File: config.mk
export PLATFORM = sky130hd
export DESIGN_NAME = gpio_link_device_flat
export DESIGN_NICKNAME = d
export VERILOG_FILES = /design/src/gpio_link_pkg.sv /design/src/gpio_link_if.sv /design/src/gpio_link_device.sv /design/src/flat_wrapper.sv
export VERILOG_INCLUDE_DIRS = /design/src
export SDC_FILE = /design/constraint.sdc
export NUM_CORES = 1
export LEC_CHECK = 0
export BUFFER_PORTS_ARGS = -buffer_cell sky130_fd_sc_hd__buf_4
export CORE_MARGIN = 2
export CORE_UTILIZATION = 51
export CTS_CLUSTER_DIAMETER = 50
export DETAILED_ROUTE_END_ITERATION = 8
export PLACE_DENSITY = 0.74
export SETUP_SLACK_MARGIN = 0.15
export SYNTH_ARGS = -nofsm -noshare
export SYNTH_HDL_FRONTEND = slang
export SYNTH_SLANG_ARGS = --single-unit
File: constraint.sdc
create_clock -name clk_sys -period 2.05 [get_ports clk_sys]
set_clock_uncertainty 0.15 [all_clocks]
set_input_delay 0.41 -clock clk_sys [delete_from_list [all_inputs] [get_ports clk_sys]]
set_output_delay 0.41 -clock clk_sys [all_outputs]
set_load 0.01 [all_outputs]
File: src/gpio_link_params.svh
`ifndef GPIO_LINK_PARAMS_SVH
`define GPIO_LINK_PARAMS_SVH
// Overview of operation
// - four pins, registers at nine addresses
// - level status register reports synchronised pins
// - output read-back needs both enables set
// - input enable connects internal pull-down
// - reset: all inputs, outputs disabled
// - direction bits 3:0 are input enables
// - direction bits 7:4 are output enables
// - input use requires output enable clear
// - software sets forwarded pin count field
// - up to four pins carried forward
// - sample every 1, 2 or 5 frames
// - forward latency about 225 ns
// - pin toggles at most quarter sample rate
// - pins 0 and 1 sense voltage
// - sensor status bits 2,3 below/above limits
// - enabled alarms sent over back channel
// - outputs driven from local data bits 7:4, or from remote pins when bit 0 set
`define REG_LOCAL_DATA      8'h0D
`define REG_PIN_DIR         8'h0E
`define REG_SENSOR_CTL      8'h17
`define REG_SENSOR_LIMIT    8'h1A
`define REG_ALARM_EN        8'h1D
`define REG_ALARM_FWD       8'h1E
`define REG_FWD_COUNT       8'h33
`define REG_PIN_STATUS      8'h53
`define REG_SENSOR_STATUS   8'h57
`define PIN_DIR_RESET       8'h0F
`define LOCAL_DATA_RESET    8'h00
`define SENSOR_LIMIT_RESET  8'h62
`define FWD_LATENCY_NS      225
`define CLK_PERIOD_NS       40
`define FWD_LATENCY_CYC     ((`FWD_LATENCY_NS) / (`CLK_PERIOD_NS))
`define SAMPLE_DIV_TWO      3'h2
`define SAMPLE_DIV_FIVE     3'h5
`define STS_BELOW_BIT       2
`define STS_ABOVE_BIT       3
`endif

File: src/gpio_link_pkg.sv
package gpio_link_pkg;
  typedef logic [3:0] pin_vec_t;
  typedef logic [7:0] byte_t;
  typedef enum logic [1:0] {
    ACC_IDLE  = 2'b00,
    ACC_WRITE = 2'b01,
    ACC_READ  = 2'b10
  } acc_e;
endpackage

File: src/gpio_link_if.sv
`timescale 1ns/1ps
interface gpio_link_if;
  logic       reg_wr;
  logic       reg_rd;
  logic [7:0] reg_addr;
  logic [7:0] reg_wdata;
  logic [7:0] reg_rdata;
  logic       reg_rvalid;
  logic       fwd_frame;
  logic [3:0] fwd_pins;
  logic       fwd_valid;
  logic [3:0] remote_pins;
  logic [1:0] alarm_bits;
  logic       alarm_valid;
  modport device (
    input  reg_wr, reg_rd, reg_addr, reg_wdata, fwd_frame, remote_pins,
    output reg_rdata, reg_rvalid, fwd_pins, fwd_valid, alarm_bits, alarm_valid
  );
  modport host (
    output reg_wr, reg_rd, reg_addr, reg_wdata, fwd_frame, remote_pins,
    input  reg_rdata, reg_rvalid, fwd_pins, fwd_valid, alarm_bits, alarm_valid
  );
endinterface

File: src/gpio_link_device.sv
`timescale 1ns/1ps
`include "gpio_link_params.svh"
module gpio_link_device
  import gpio_link_pkg::*;
(
  // clock and reset
  input  wire logic             clk_sys,
  input  wire logic             sys_rst,
  // link side
  gpio_link_if.device           link,
  // pins
  input  wire gpio_link_pkg::pin_vec_t pin_in,
  output gpio_link_pkg::pin_vec_t      pin_out,
  output gpio_link_pkg::pin_vec_t      pin_oe,
  output gpio_link_pkg::pin_vec_t      pin_pulldown,
  // sensor comparator results for pins 0 and 1
  input  wire logic             volt_below,
  input  wire logic             volt_above
);
  import gpio_link_pkg::*;

  typedef struct packed {
    pin_vec_t sync1;
    pin_vec_t sync2;
    logic [1:0] vsync1;
    logic [1:0] vsync2;
    byte_t    dir;
    byte_t    local_data;
    byte_t    sensor_ctl;
    byte_t    limit;
    byte_t    alarm_en;
    byte_t    alarm_fwd;
    logic [2:0] fwd_count;
    logic [2:0] frame_cnt;
    byte_t    rdata;
    logic     rvalid;
    pin_vec_t fwd_pins;
    logic     fwd_valid;
    logic [1:0] alarm_bits;
    logic     alarm_valid;
    pin_vec_t out;
    pin_vec_t oe;
    pin_vec_t pd;
  } dev_s;

  dev_s       st_q, st_d;
  logic [2:0] div;
  byte_t      rd_word;
  pin_vec_t   link_mask;
  logic [1:0] alarm_now;
  logic       alarm_armed;
  logic       remote_sel;

  // frames between forward samples for a linked-pin count
  function automatic logic [2:0] frames_per_sample(input logic [2:0] count);
    logic [2:0] period;
    period = `SAMPLE_DIV_FIVE;
    if (count <= 3'h1) begin
      period = 3'h1;
    end else if (count == 3'h2) begin
      period = `SAMPLE_DIV_TWO;
    end
    return period;
  endfunction

  // pins at or above the linked count are sent as zero
  function automatic pin_vec_t linked_pins(input logic [2:0] count);
    pin_vec_t mask;
    mask = '0;
    for (int p = 0; p < 4; p++) begin
      if (p < int'(count)) begin
        mask[p] = 1'b1;
      end
    end
    return mask;
  endfunction

  // below/above flags in their own bit positions
  function automatic byte_t sensor_status(input logic [1:0] flags);
    byte_t word;
    word = 8'h00;
    word[`STS_BELOW_BIT] = flags[0];
    word[`STS_ABOVE_BIT] = flags[1];
    return word;
  endfunction

  // unmapped addresses answer zero
  function automatic byte_t read_word(input dev_s s, input byte_t addr);
    byte_t word;
    word = 8'h00;
    unique case (addr)
      `REG_PIN_DIR:       word = s.dir;
      `REG_LOCAL_DATA:    word = s.local_data;
      `REG_SENSOR_CTL:    word = s.sensor_ctl;
      `REG_SENSOR_LIMIT:  word = s.limit;
      `REG_ALARM_EN:      word = s.alarm_en;
      `REG_ALARM_FWD:     word = s.alarm_fwd;
      `REG_FWD_COUNT:     word = {5'h00, s.fwd_count};
      `REG_PIN_STATUS:    word = {4'h0, s.sync2 & s.dir[3:0]};
      `REG_SENSOR_STATUS: word = sensor_status(s.vsync2);
      default: ;
    endcase
    return word;
  endfunction

  // only flags both enabled and forwarded leave the device
  function automatic logic [1:0] alarm_word(input dev_s s);
    logic [1:0] word;
    word = s.vsync2 & s.alarm_en[1:0] & s.alarm_fwd[1:0];
    return word;
  endfunction

  // register writes; read-only and unmapped addresses drop the data
  function automatic dev_s apply_write(input dev_s s, input byte_t addr, input byte_t data);
    dev_s n;
    n = s;
    unique case (addr)
      `REG_PIN_DIR:      n.dir        = data;
      `REG_LOCAL_DATA:   n.local_data = data;
      `REG_SENSOR_CTL:   n.sensor_ctl = data;
      `REG_SENSOR_LIMIT: n.limit      = data;
      `REG_ALARM_EN:     n.alarm_en   = data;
      `REG_ALARM_FWD:    n.alarm_fwd  = data;
      `REG_FWD_COUNT:    n.fwd_count  = data[2:0];
      default: ;
    endcase
    return n;
  endfunction

  always_comb begin
    st_d        = st_q;
    div         = frames_per_sample(st_q.fwd_count);
    link_mask   = linked_pins(st_q.fwd_count);
    rd_word     = read_word(st_q, link.reg_addr);
    alarm_now   = alarm_word(st_q);
    alarm_armed = st_q.sensor_ctl[0] && (|st_q.alarm_en[1:0]) && (|st_q.alarm_fwd[1:0]);
    remote_sel  = st_q.local_data[0];
    st_d.sync1  = pin_in;
    st_d.sync2  = st_q.sync1;
    st_d.vsync1 = {volt_above, volt_below};
    st_d.vsync2 = st_q.vsync1;
    // strobes last one cycle
    st_d.rvalid      = 1'b0;
    st_d.fwd_valid   = 1'b0;
    st_d.alarm_valid = 1'b0;
    if (link.reg_wr) begin
      st_d = apply_write(st_d, link.reg_addr, link.reg_wdata);
    end
    // read data is registered: answer one cycle after the strobe
    if (link.reg_rd) begin
      st_d.rvalid = 1'b1;
      st_d.rdata  = rd_word;
    end
    // count frames, sample on the last of each period
    // a count left from an older setting is harmless: the compare is >=
    if (link.fwd_frame && st_q.fwd_count != 3'h0) begin
      if (st_q.frame_cnt + 3'h1 >= div) begin
        st_d.frame_cnt = 3'h0;
        st_d.fwd_valid = 1'b1;
        st_d.fwd_pins  = st_q.sync2 & link_mask;
      end else begin
        st_d.frame_cnt = st_q.frame_cnt + 3'h1;
      end
    end
    // sensor alarms ride each forward frame
    if (alarm_armed && link.fwd_frame) begin
      st_d.alarm_bits  = alarm_now;
      st_d.alarm_valid = 1'b1;
    end
    // per-pin pad control
    // pull-down stays on while driving; the board must tolerate it
    for (int p = 0; p < 4; p++) begin
      st_d.oe[p] = st_q.dir[4 + p];
      st_d.pd[p] = st_q.dir[p];
      if (remote_sel) begin
        st_d.out[p] = link.remote_pins[p];
      end else begin
        st_d.out[p] = st_q.local_data[4 + p];
      end
    end
    if (sys_rst) begin
      st_d       = '0;
      st_d.dir   = `PIN_DIR_RESET;
      st_d.limit = `SENSOR_LIMIT_RESET;
    end
  end

  always_ff @(posedge clk_sys) begin
    st_q <= st_d;
  end

  assign link.reg_rdata   = st_q.rdata;
  assign link.reg_rvalid  = st_q.rvalid;
  assign link.fwd_pins    = st_q.fwd_pins;
  assign link.fwd_valid   = st_q.fwd_valid;
  assign link.alarm_bits  = st_q.alarm_bits;
  assign link.alarm_valid = st_q.alarm_valid;
  assign pin_out      = st_q.out;
  assign pin_oe       = st_q.oe;
  assign pin_pulldown = st_q.pd;
endmodule

File: src/flat_wrapper.sv
// flat-port wrapper written by rule: the top's interface ports become plain ports
module gpio_link_device_flat import gpio_link_pkg::*;
  (clk_sys, sys_rst, pin_in, pin_out, pin_oe, pin_pulldown, volt_below, volt_above, link_reg_wr, link_reg_rd, link_reg_addr, link_reg_wdata, link_fwd_frame, link_remote_pins, link_reg_rdata, link_reg_rvalid, link_fwd_pins, link_fwd_valid, link_alarm_bits, link_alarm_valid);
  gpio_link_if link_i ();
  input  wire logic clk_sys;
  input  wire logic sys_rst;
  input  wire gpio_link_pkg::pin_vec_t pin_in;
  output gpio_link_pkg::pin_vec_t pin_out;
  output gpio_link_pkg::pin_vec_t pin_oe;
  output gpio_link_pkg::pin_vec_t pin_pulldown;
  input  wire logic volt_below;
  input  wire logic volt_above;
  input wire logic [$bits(link_i.reg_wr)-1:0] link_reg_wr;
  input wire logic [$bits(link_i.reg_rd)-1:0] link_reg_rd;
  input wire logic [$bits(link_i.reg_addr)-1:0] link_reg_addr;
  input wire logic [$bits(link_i.reg_wdata)-1:0] link_reg_wdata;
  input wire logic [$bits(link_i.fwd_frame)-1:0] link_fwd_frame;
  input wire logic [$bits(link_i.remote_pins)-1:0] link_remote_pins;
  output wire logic [$bits(link_i.reg_rdata)-1:0] link_reg_rdata;
  output wire logic [$bits(link_i.reg_rvalid)-1:0] link_reg_rvalid;
  output wire logic [$bits(link_i.fwd_pins)-1:0] link_fwd_pins;
  output wire logic [$bits(link_i.fwd_valid)-1:0] link_fwd_valid;
  output wire logic [$bits(link_i.alarm_bits)-1:0] link_alarm_bits;
  output wire logic [$bits(link_i.alarm_valid)-1:0] link_alarm_valid;
  assign link_i.reg_wr = link_reg_wr;
  assign link_i.reg_rd = link_reg_rd;
  assign link_i.reg_addr = link_reg_addr;
  assign link_i.reg_wdata = link_reg_wdata;
  assign link_i.fwd_frame = link_fwd_frame;
  assign link_i.remote_pins = link_remote_pins;
  assign link_reg_rdata = link_i.reg_rdata;
  assign link_reg_rvalid = link_i.reg_rvalid;
  assign link_fwd_pins = link_i.fwd_pins;
  assign link_fwd_valid = link_i.fwd_valid;
  assign link_alarm_bits = link_i.alarm_bits;
  assign link_alarm_valid = link_i.alarm_valid;
  gpio_link_device u_core (.clk_sys(clk_sys), .sys_rst(sys_rst), .link(link_i), .pin_in(pin_in), .pin_out(pin_out), .pin_oe(pin_oe), .pin_pulldown(pin_pulldown), .volt_below(volt_below), .volt_above(volt_above));
endmodule
## Word-level counts from Yosys, hierarchy flattened

Index checks and enable logic that the tools add are counted.

- Reduce and logical (&&, ||, !) cells: 14
- $lt $le $gt $ge: 6
- Eq/ne operators: 10
- $add $sub $neg: 1
- Bitwise gates (word level): 4
- Multiplexer cells: 17

Operator list:

| kind | number |
|---|---|
| one-hot mux 8 bit (9 select lines) | 1 |
| == test 8 x 5 -> 1 bit (second input constant) | 4 |
| == test 8 x 4 -> 1 bit (second input constant) | 2 |
| == test 8 x 7 -> 1 bit (second input constant) | 2 |
| two-way mux 3 bit | 5 |
| AND reduction 2 bit | 7 |
| two-way mux 5 bit | 2 |
| two-way mux 9 bit | 1 |
| bitwise AND 4 bit | 2 |
| == test 8 x 6 -> 1 bit (second input constant) | 1 |
| two-way mux 1 bit | 8 |
| less-than comparator 1 x 3 -> 1 bit (first input constant) | 2 |
| less-than comparator 2 x 3 -> 1 bit (first input constant) | 2 |
| bitwise AND 2 bit | 2 |
| logical AND 1 bit | 4 |
| OR reduction 2 bit | 2 |
| adder 3 x 1 -> 3 bit (second input constant) | 1 |
| == test 3 x 2 -> 1 bit (second input constant) | 1 |
| >= comparator 3 bit | 1 |
| less-or-equal comparator 3 x 1 -> 1 bit (second input constant) | 1 |
| nonzero test 3 bit | 1 |

- Output and inout port bits: 29
- Bits in registers: 95
- Input bits: 31
- Word-level logic and storage cells: 73

## Longest topological paths before layout

- Word-level depth: 6
- Depth in mapped cells: 9
- Mapped depth without buffers: 8

## Worst setup path after synthesis

No wires, ideal clock.

- Path kind: register to register
- Start point: register u_core.st_q[34] in the netlist's numbering
- End point: register u_core.st_q[29] in the netlist's numbering
- Required time: 1.830 ns
- Stages on the path, launching flop included: 10
- Setup time: 0.070 ns
- Slack: 0.023 ns
- Buffers on the path: 1
- Data arrival time: 1.807 ns
- Cells stage by stage: dfxtp_1 clkbuf_1 nor2_1 nand2_1 ha_1 nand2b_1 a21o_1 a21o_1 or3_1 a21oi_1

- Word-level cells in the longest chain between the ends: 6

Ends and longest elaborated chain:

| element | RTL line | text |
|---|---|---|
| start, declared | gpio_link_device.sv:46 | `dev_s st_q, st_d;` |
| start signal, assigned | gpio_link_device.sv:189 | `st_q <= st_d;` |
| branches (longest 6 deep; another with less-or-equal comparator 3 x 1 -> 1 bit) | - |  |

Parallel ways; which one is timed is not known. The select of a mux whose other input is x is not followed.
A chain may end at the register's enable or synchronous reset.

## Worst setup path in the final report

Ends and elaborated chain as after synthesis.

==> impl_summary.txt <==
----------------------------------------------------
[Setup path]
  Highest cell delay on the worst timing path ... 0.33 ns
  Critical path required time ... about 2.2 ns
  Crit path max-delay family ... simple AND/OR/NAND/NOR gates
  R2R cell count ... 8
  Critical path peak fanout ... 3
  Setup crit start kind ... register
  Destination of the worst register-to-register timing path ... u_core.st_q[29]$_SDFFE_PP0P_
  CP startpoint ... u_core.st_q[34]$_SDFFE_PP0P_
  Critical path, cell by cell ... nor2_1, nand2_1, ha_1, nand2b_4, a21o_1, a21o_1, or3_4, a21oi_2
  CP max-delay cell ... dfxtp_2
  CP Capture Type ... register
  Top cell by count, worst path ... a21o_1
  Critical register-to-register path startpoint ... u_core.st_q[34]$_SDFFE_PP0P_
  Critical path arrival ... approximately 2.1 ns
  Critical path buffers and inverters ... 0
  Critical Setup Path Class ... reg -> reg
  Setup slack of the most critical reg-to-reg path ... just under 0.09 ns

[Detailed routing]
  Number of DRC violations after detailed routing ... 0
  Remaining antenna violation count ... 0
  Number of design-rule violations left by the first detailed-router iteration ... between 150 and 200
  Routed length per instance ... 16.5 microns
  Total via count after detailed routing ... about 3500
  Aggregate routed wire length ... 10.4 mm
  DRT Pass-1 Iters ... 4
  Vias/cell ... around 5.6

[Place]
  Worst Setup Slack post-DPL ... 0.0559 ns
  Number of I/O port buffers ... between 50 and 60
  Final GP Congestion ... between 0.8 and 0.9
  HPWL after detailed placement ... about 7.4 mm

[Global route]
  Wire length of the first global-routing pass ... between 15 and 20 mm
  Antenna violations before repair ... 0
  All-Layer GR Usage ... 0.233
  Maximum number of pins on one net before global-route repair ... 49
  Via count of the first global-routing pass ... 3177
  Total global routing overflow ... 0

[Yosys]
  Number of synthesized flops with an enable pin ... 0
  Post-synthesis sequential area ratio ... 0.449
  Post-synthesis register bit count ... 95
  Synthesized netlist net count ... 512
  Post-Synthesis Cells ... 477
  Post-Synthesis Cell Area ... approximately 0.0042 sq mm
  Share of flip-flops with an asynchronous set or reset after synthesis ... 0
  Cell type contributing the most total cell area after synthesis ... dfxtp_1
  Largest cells by area after synthesis ... dfxtp_1, mux2i_1, buf_4, a21oi_1, nand2_1
  Fraction of synthesized cell area taken by the top area cell type ... 0.449
  Count of synthesis-stage warnings from yosys ... 0
  Synth Flop Type ... dfxtp_1
  Avg Inst Size Synth ... between 8 and 9 sq um
  Number of distinct library cell variants in the gate-level netlist after synthesis ... 53

[STA]
  Final min period ... roughly 2.0 ns
  Maximum clock frequency ... around 500 MHz
  Unrepaired setup endpoints after global routing ... yes
  Setup slack of the critical path after layout ... slightly below 0.09 ns
  TNS Setup ... 0 ns
  Transition time at the pin with the least slew margin ... 0.561 ns
  Part of the cycle the worst path needs ... 0.957
  Setup Viol. Count Final ... 0
  Slew Limit Headroom ... 0.625
  Final count of hold timing violations ... 0
  Final number of max-transition violations ... 0

[CTS]
  Clock tree sinks ... 95
  Clock Latency Late Sink ... ~0.37 ns
  Clock slew seen by the registers of the worst setup and hold paths ... approximately 0.09 ns
  Maximum clock insertion buffer count ... 2
  CTS H-tree lvls ... 3
  Clock tree root driver cell ... clkbuf_8
  CTS Buf Count ... 9
  Clock tree from TritonCTS ... done

[Worst hold path]
  Class of the tightest hold or removal check ... in -> reg
  Cell depth of the worst hold path ... 2
  Critical hold path startpoint ... pin_in[2]
  End point of the most critical hold path ... u_core.st_q[93]$_SDFF_PP0_

[Floorplan]
  Number of top-level pins ... 60
  Overall die height ... 95.1 microns
  Width of the die ... 95.1 microns
  Floorplan row count ... 33
  Total die area ... a little over 0.009 sq mm
  Initial cell density of the core ... 0.521
  CORE AREA ... between 0.008 and 0.009 sq mm

[Power and ir drop]
  Power density of the placed cells ... about 650 mW/mm^2
  Maximum vdd ir drop ... about 0.00037 V
  Total Power ... between 3000 and 4000 uW
  Leakage ... around 0.002 uW

[Run]
  Max-cap violation count ... 0

[Layout]
  Post-layout nets ... approximately 560
  Share of cells above drive strength 1 ... 0.236
  Number of antenna diodes ... 0
  Area growth syn-to-layout ... 16.7%

[Run status]
  Run status ... complete, no violations

----------------------------------------------------
## registers in the layout (all words and copies together), names as in the netlist, 2 cells and up
| signal | cells |
|---|---|
| u_core.st_q | 65 |
| u_core.link.reg_rdata | 8 |
| u_core.link.fwd_pins | 4 |
| u_core.pin_oe | 4 |
| u_core.pin_out | 4 |
| u_core.pin_pulldown | 4 |
| u_core.link.alarm_bits | 2 |
## synthesized netlist by cell type (all sizes together) (2+ instances only)
cell	instances
a211oi	4
a21o	2
a21oi	40
a221o	2
a221oi	3
a22o	2
a22oi	6
a31oi	2
a32o	5
and3	2
and4b	3
and4bb	2
buf	42
clkbuf	12
dfxtp	95
ha	4
inv	7
mux2i	38
nand2	49
nand2b	2
nand3	32
nand3b	3
nand4	3
nand4b	3
nor2	48
nor2b	16
nor3	6
nor3b	2
nor4bb	2
o21ai	24
o32ai	4
or3	3
## metrics by stage
stage                util  hold WS (ns)  cell area, sq um  instances
finish              0.608         0.101              4940        631
detailed placement  0.573         0.271              4660        609
CTS                 0.601        0.0857              4890        630
floorplan               -         0.264              4250        477
global placement    0.573         0.268              4660        609
global route        0.608        0.0911              4940        631
## worst max-delay path by stage
stage | to | slack [ns] | cells after the start
after floorplan | u_core.st_q[29]$_SDFFE_PP0P_ | 0.09 | 9
after global placement | u_core.link.reg_rdata[2]$_SDFFE_PP0P_ | 0.08 | 6
after detailed placement | u_core.link.reg_rdata[2]$_SDFFE_PP0P_ | 0.06 | 6
after CTS | u_core.st_q[29]$_SDFFE_PP0P_ | 0.11 | 8
after global routing | u_core.link.fwd_pins[1]$_SDFFE_PP0P_ | 0.02 | 9
final | u_core.st_q[29]$_SDFFE_PP0P_ | 0.09 | 8
## cells by family (layout without fill, tap and decap cells)
group,count (synthesis),in the layout,share of synthesized area
AND/OR/NAND/NOR,179,179,0.218
buffers and inverters,61,110,0.0827
XOR/XNOR,1,1,0.00207
AO/OA/AOI/OAI,99,99,0.147
flip-flops,95,95,0.449
multiplexers,38,38,0.0898
adder cells (fa/ha/maj),4,4,0.0118
## cell type report
class	count	area [sq um]
well taps	105	131
clock buffers	11	131
fillers	747	3190
inverters	7	26.3
clock inverters	5	33.8
repair buffers	87	666
flip-flops and latches	95	1910
multi-input cells	321	2050
## worst register-to-register path, cell delays in order, from the launching register on
cell	delay, ns
dfxtp_2	0.33
nor2_1	0.09
nand2_1	0.09
ha_1	0.29
nand2b_4	0.14
a21o_1	0.16
a21o_1	0.19
or3_4	0.33
a21oi_2	0.13
## report_power, final
group	switching (uW)	leakage, uW	internal [uW]
logic	141	0.00115	101
clock network	654	0.0000797	442
registers	8.88	0.000772	1870
## metal layers
| metal | vias up | global-route usage | part of all wire |
|---|---|---|---|
| met5 | - | 0 | 0 |
| met4 | 0 | 0.0882 | 0.015 |
| met3 | 12 | 0.0372 | 0.051 |
| met2 | 92 | 0.370 | 0.46 |
| met1 | 1689 | 0.318 | 0.47 |
| li1 | 1742 | - | - |
## repair_timing
action	CTS	global route
gates resized for setup	5	12
hold buffers	0	0
setup buffers	5	1
endpoints found under the setup margin	6	8
pin swaps	5	6
## placed cells by master, fill, tap and decap left out, types with 3 or more instances in the layout
| master | n |
|---|---|
| dfxtp_1 | 91 |
| buf_4 | 86 |
| nor2_1 | 47 |
| nand2_1 | 47 |
| a21oi_1 | 38 |
| mux2i_1 | 38 |
| nand3_1 | 30 |
| o21ai_0 | 18 |
| nor2b_1 | 16 |
| clkbuf_8 | 9 |
| inv_1 | 7 |
| a22oi_1 | 6 |
| a32o_1 | 5 |
| o21ai_1 | 4 |
| nor3_1 | 4 |
| o32ai_1 | 4 |
| a211oi_1 | 4 |
| dfxtp_2 | 4 |
| nand4b_1 | 3 |
| and4b_1 | 3 |
| nand4_1 | 3 |
| nand3b_1 | 3 |
No activity file was read; power rests on OpenSTA's default activity.
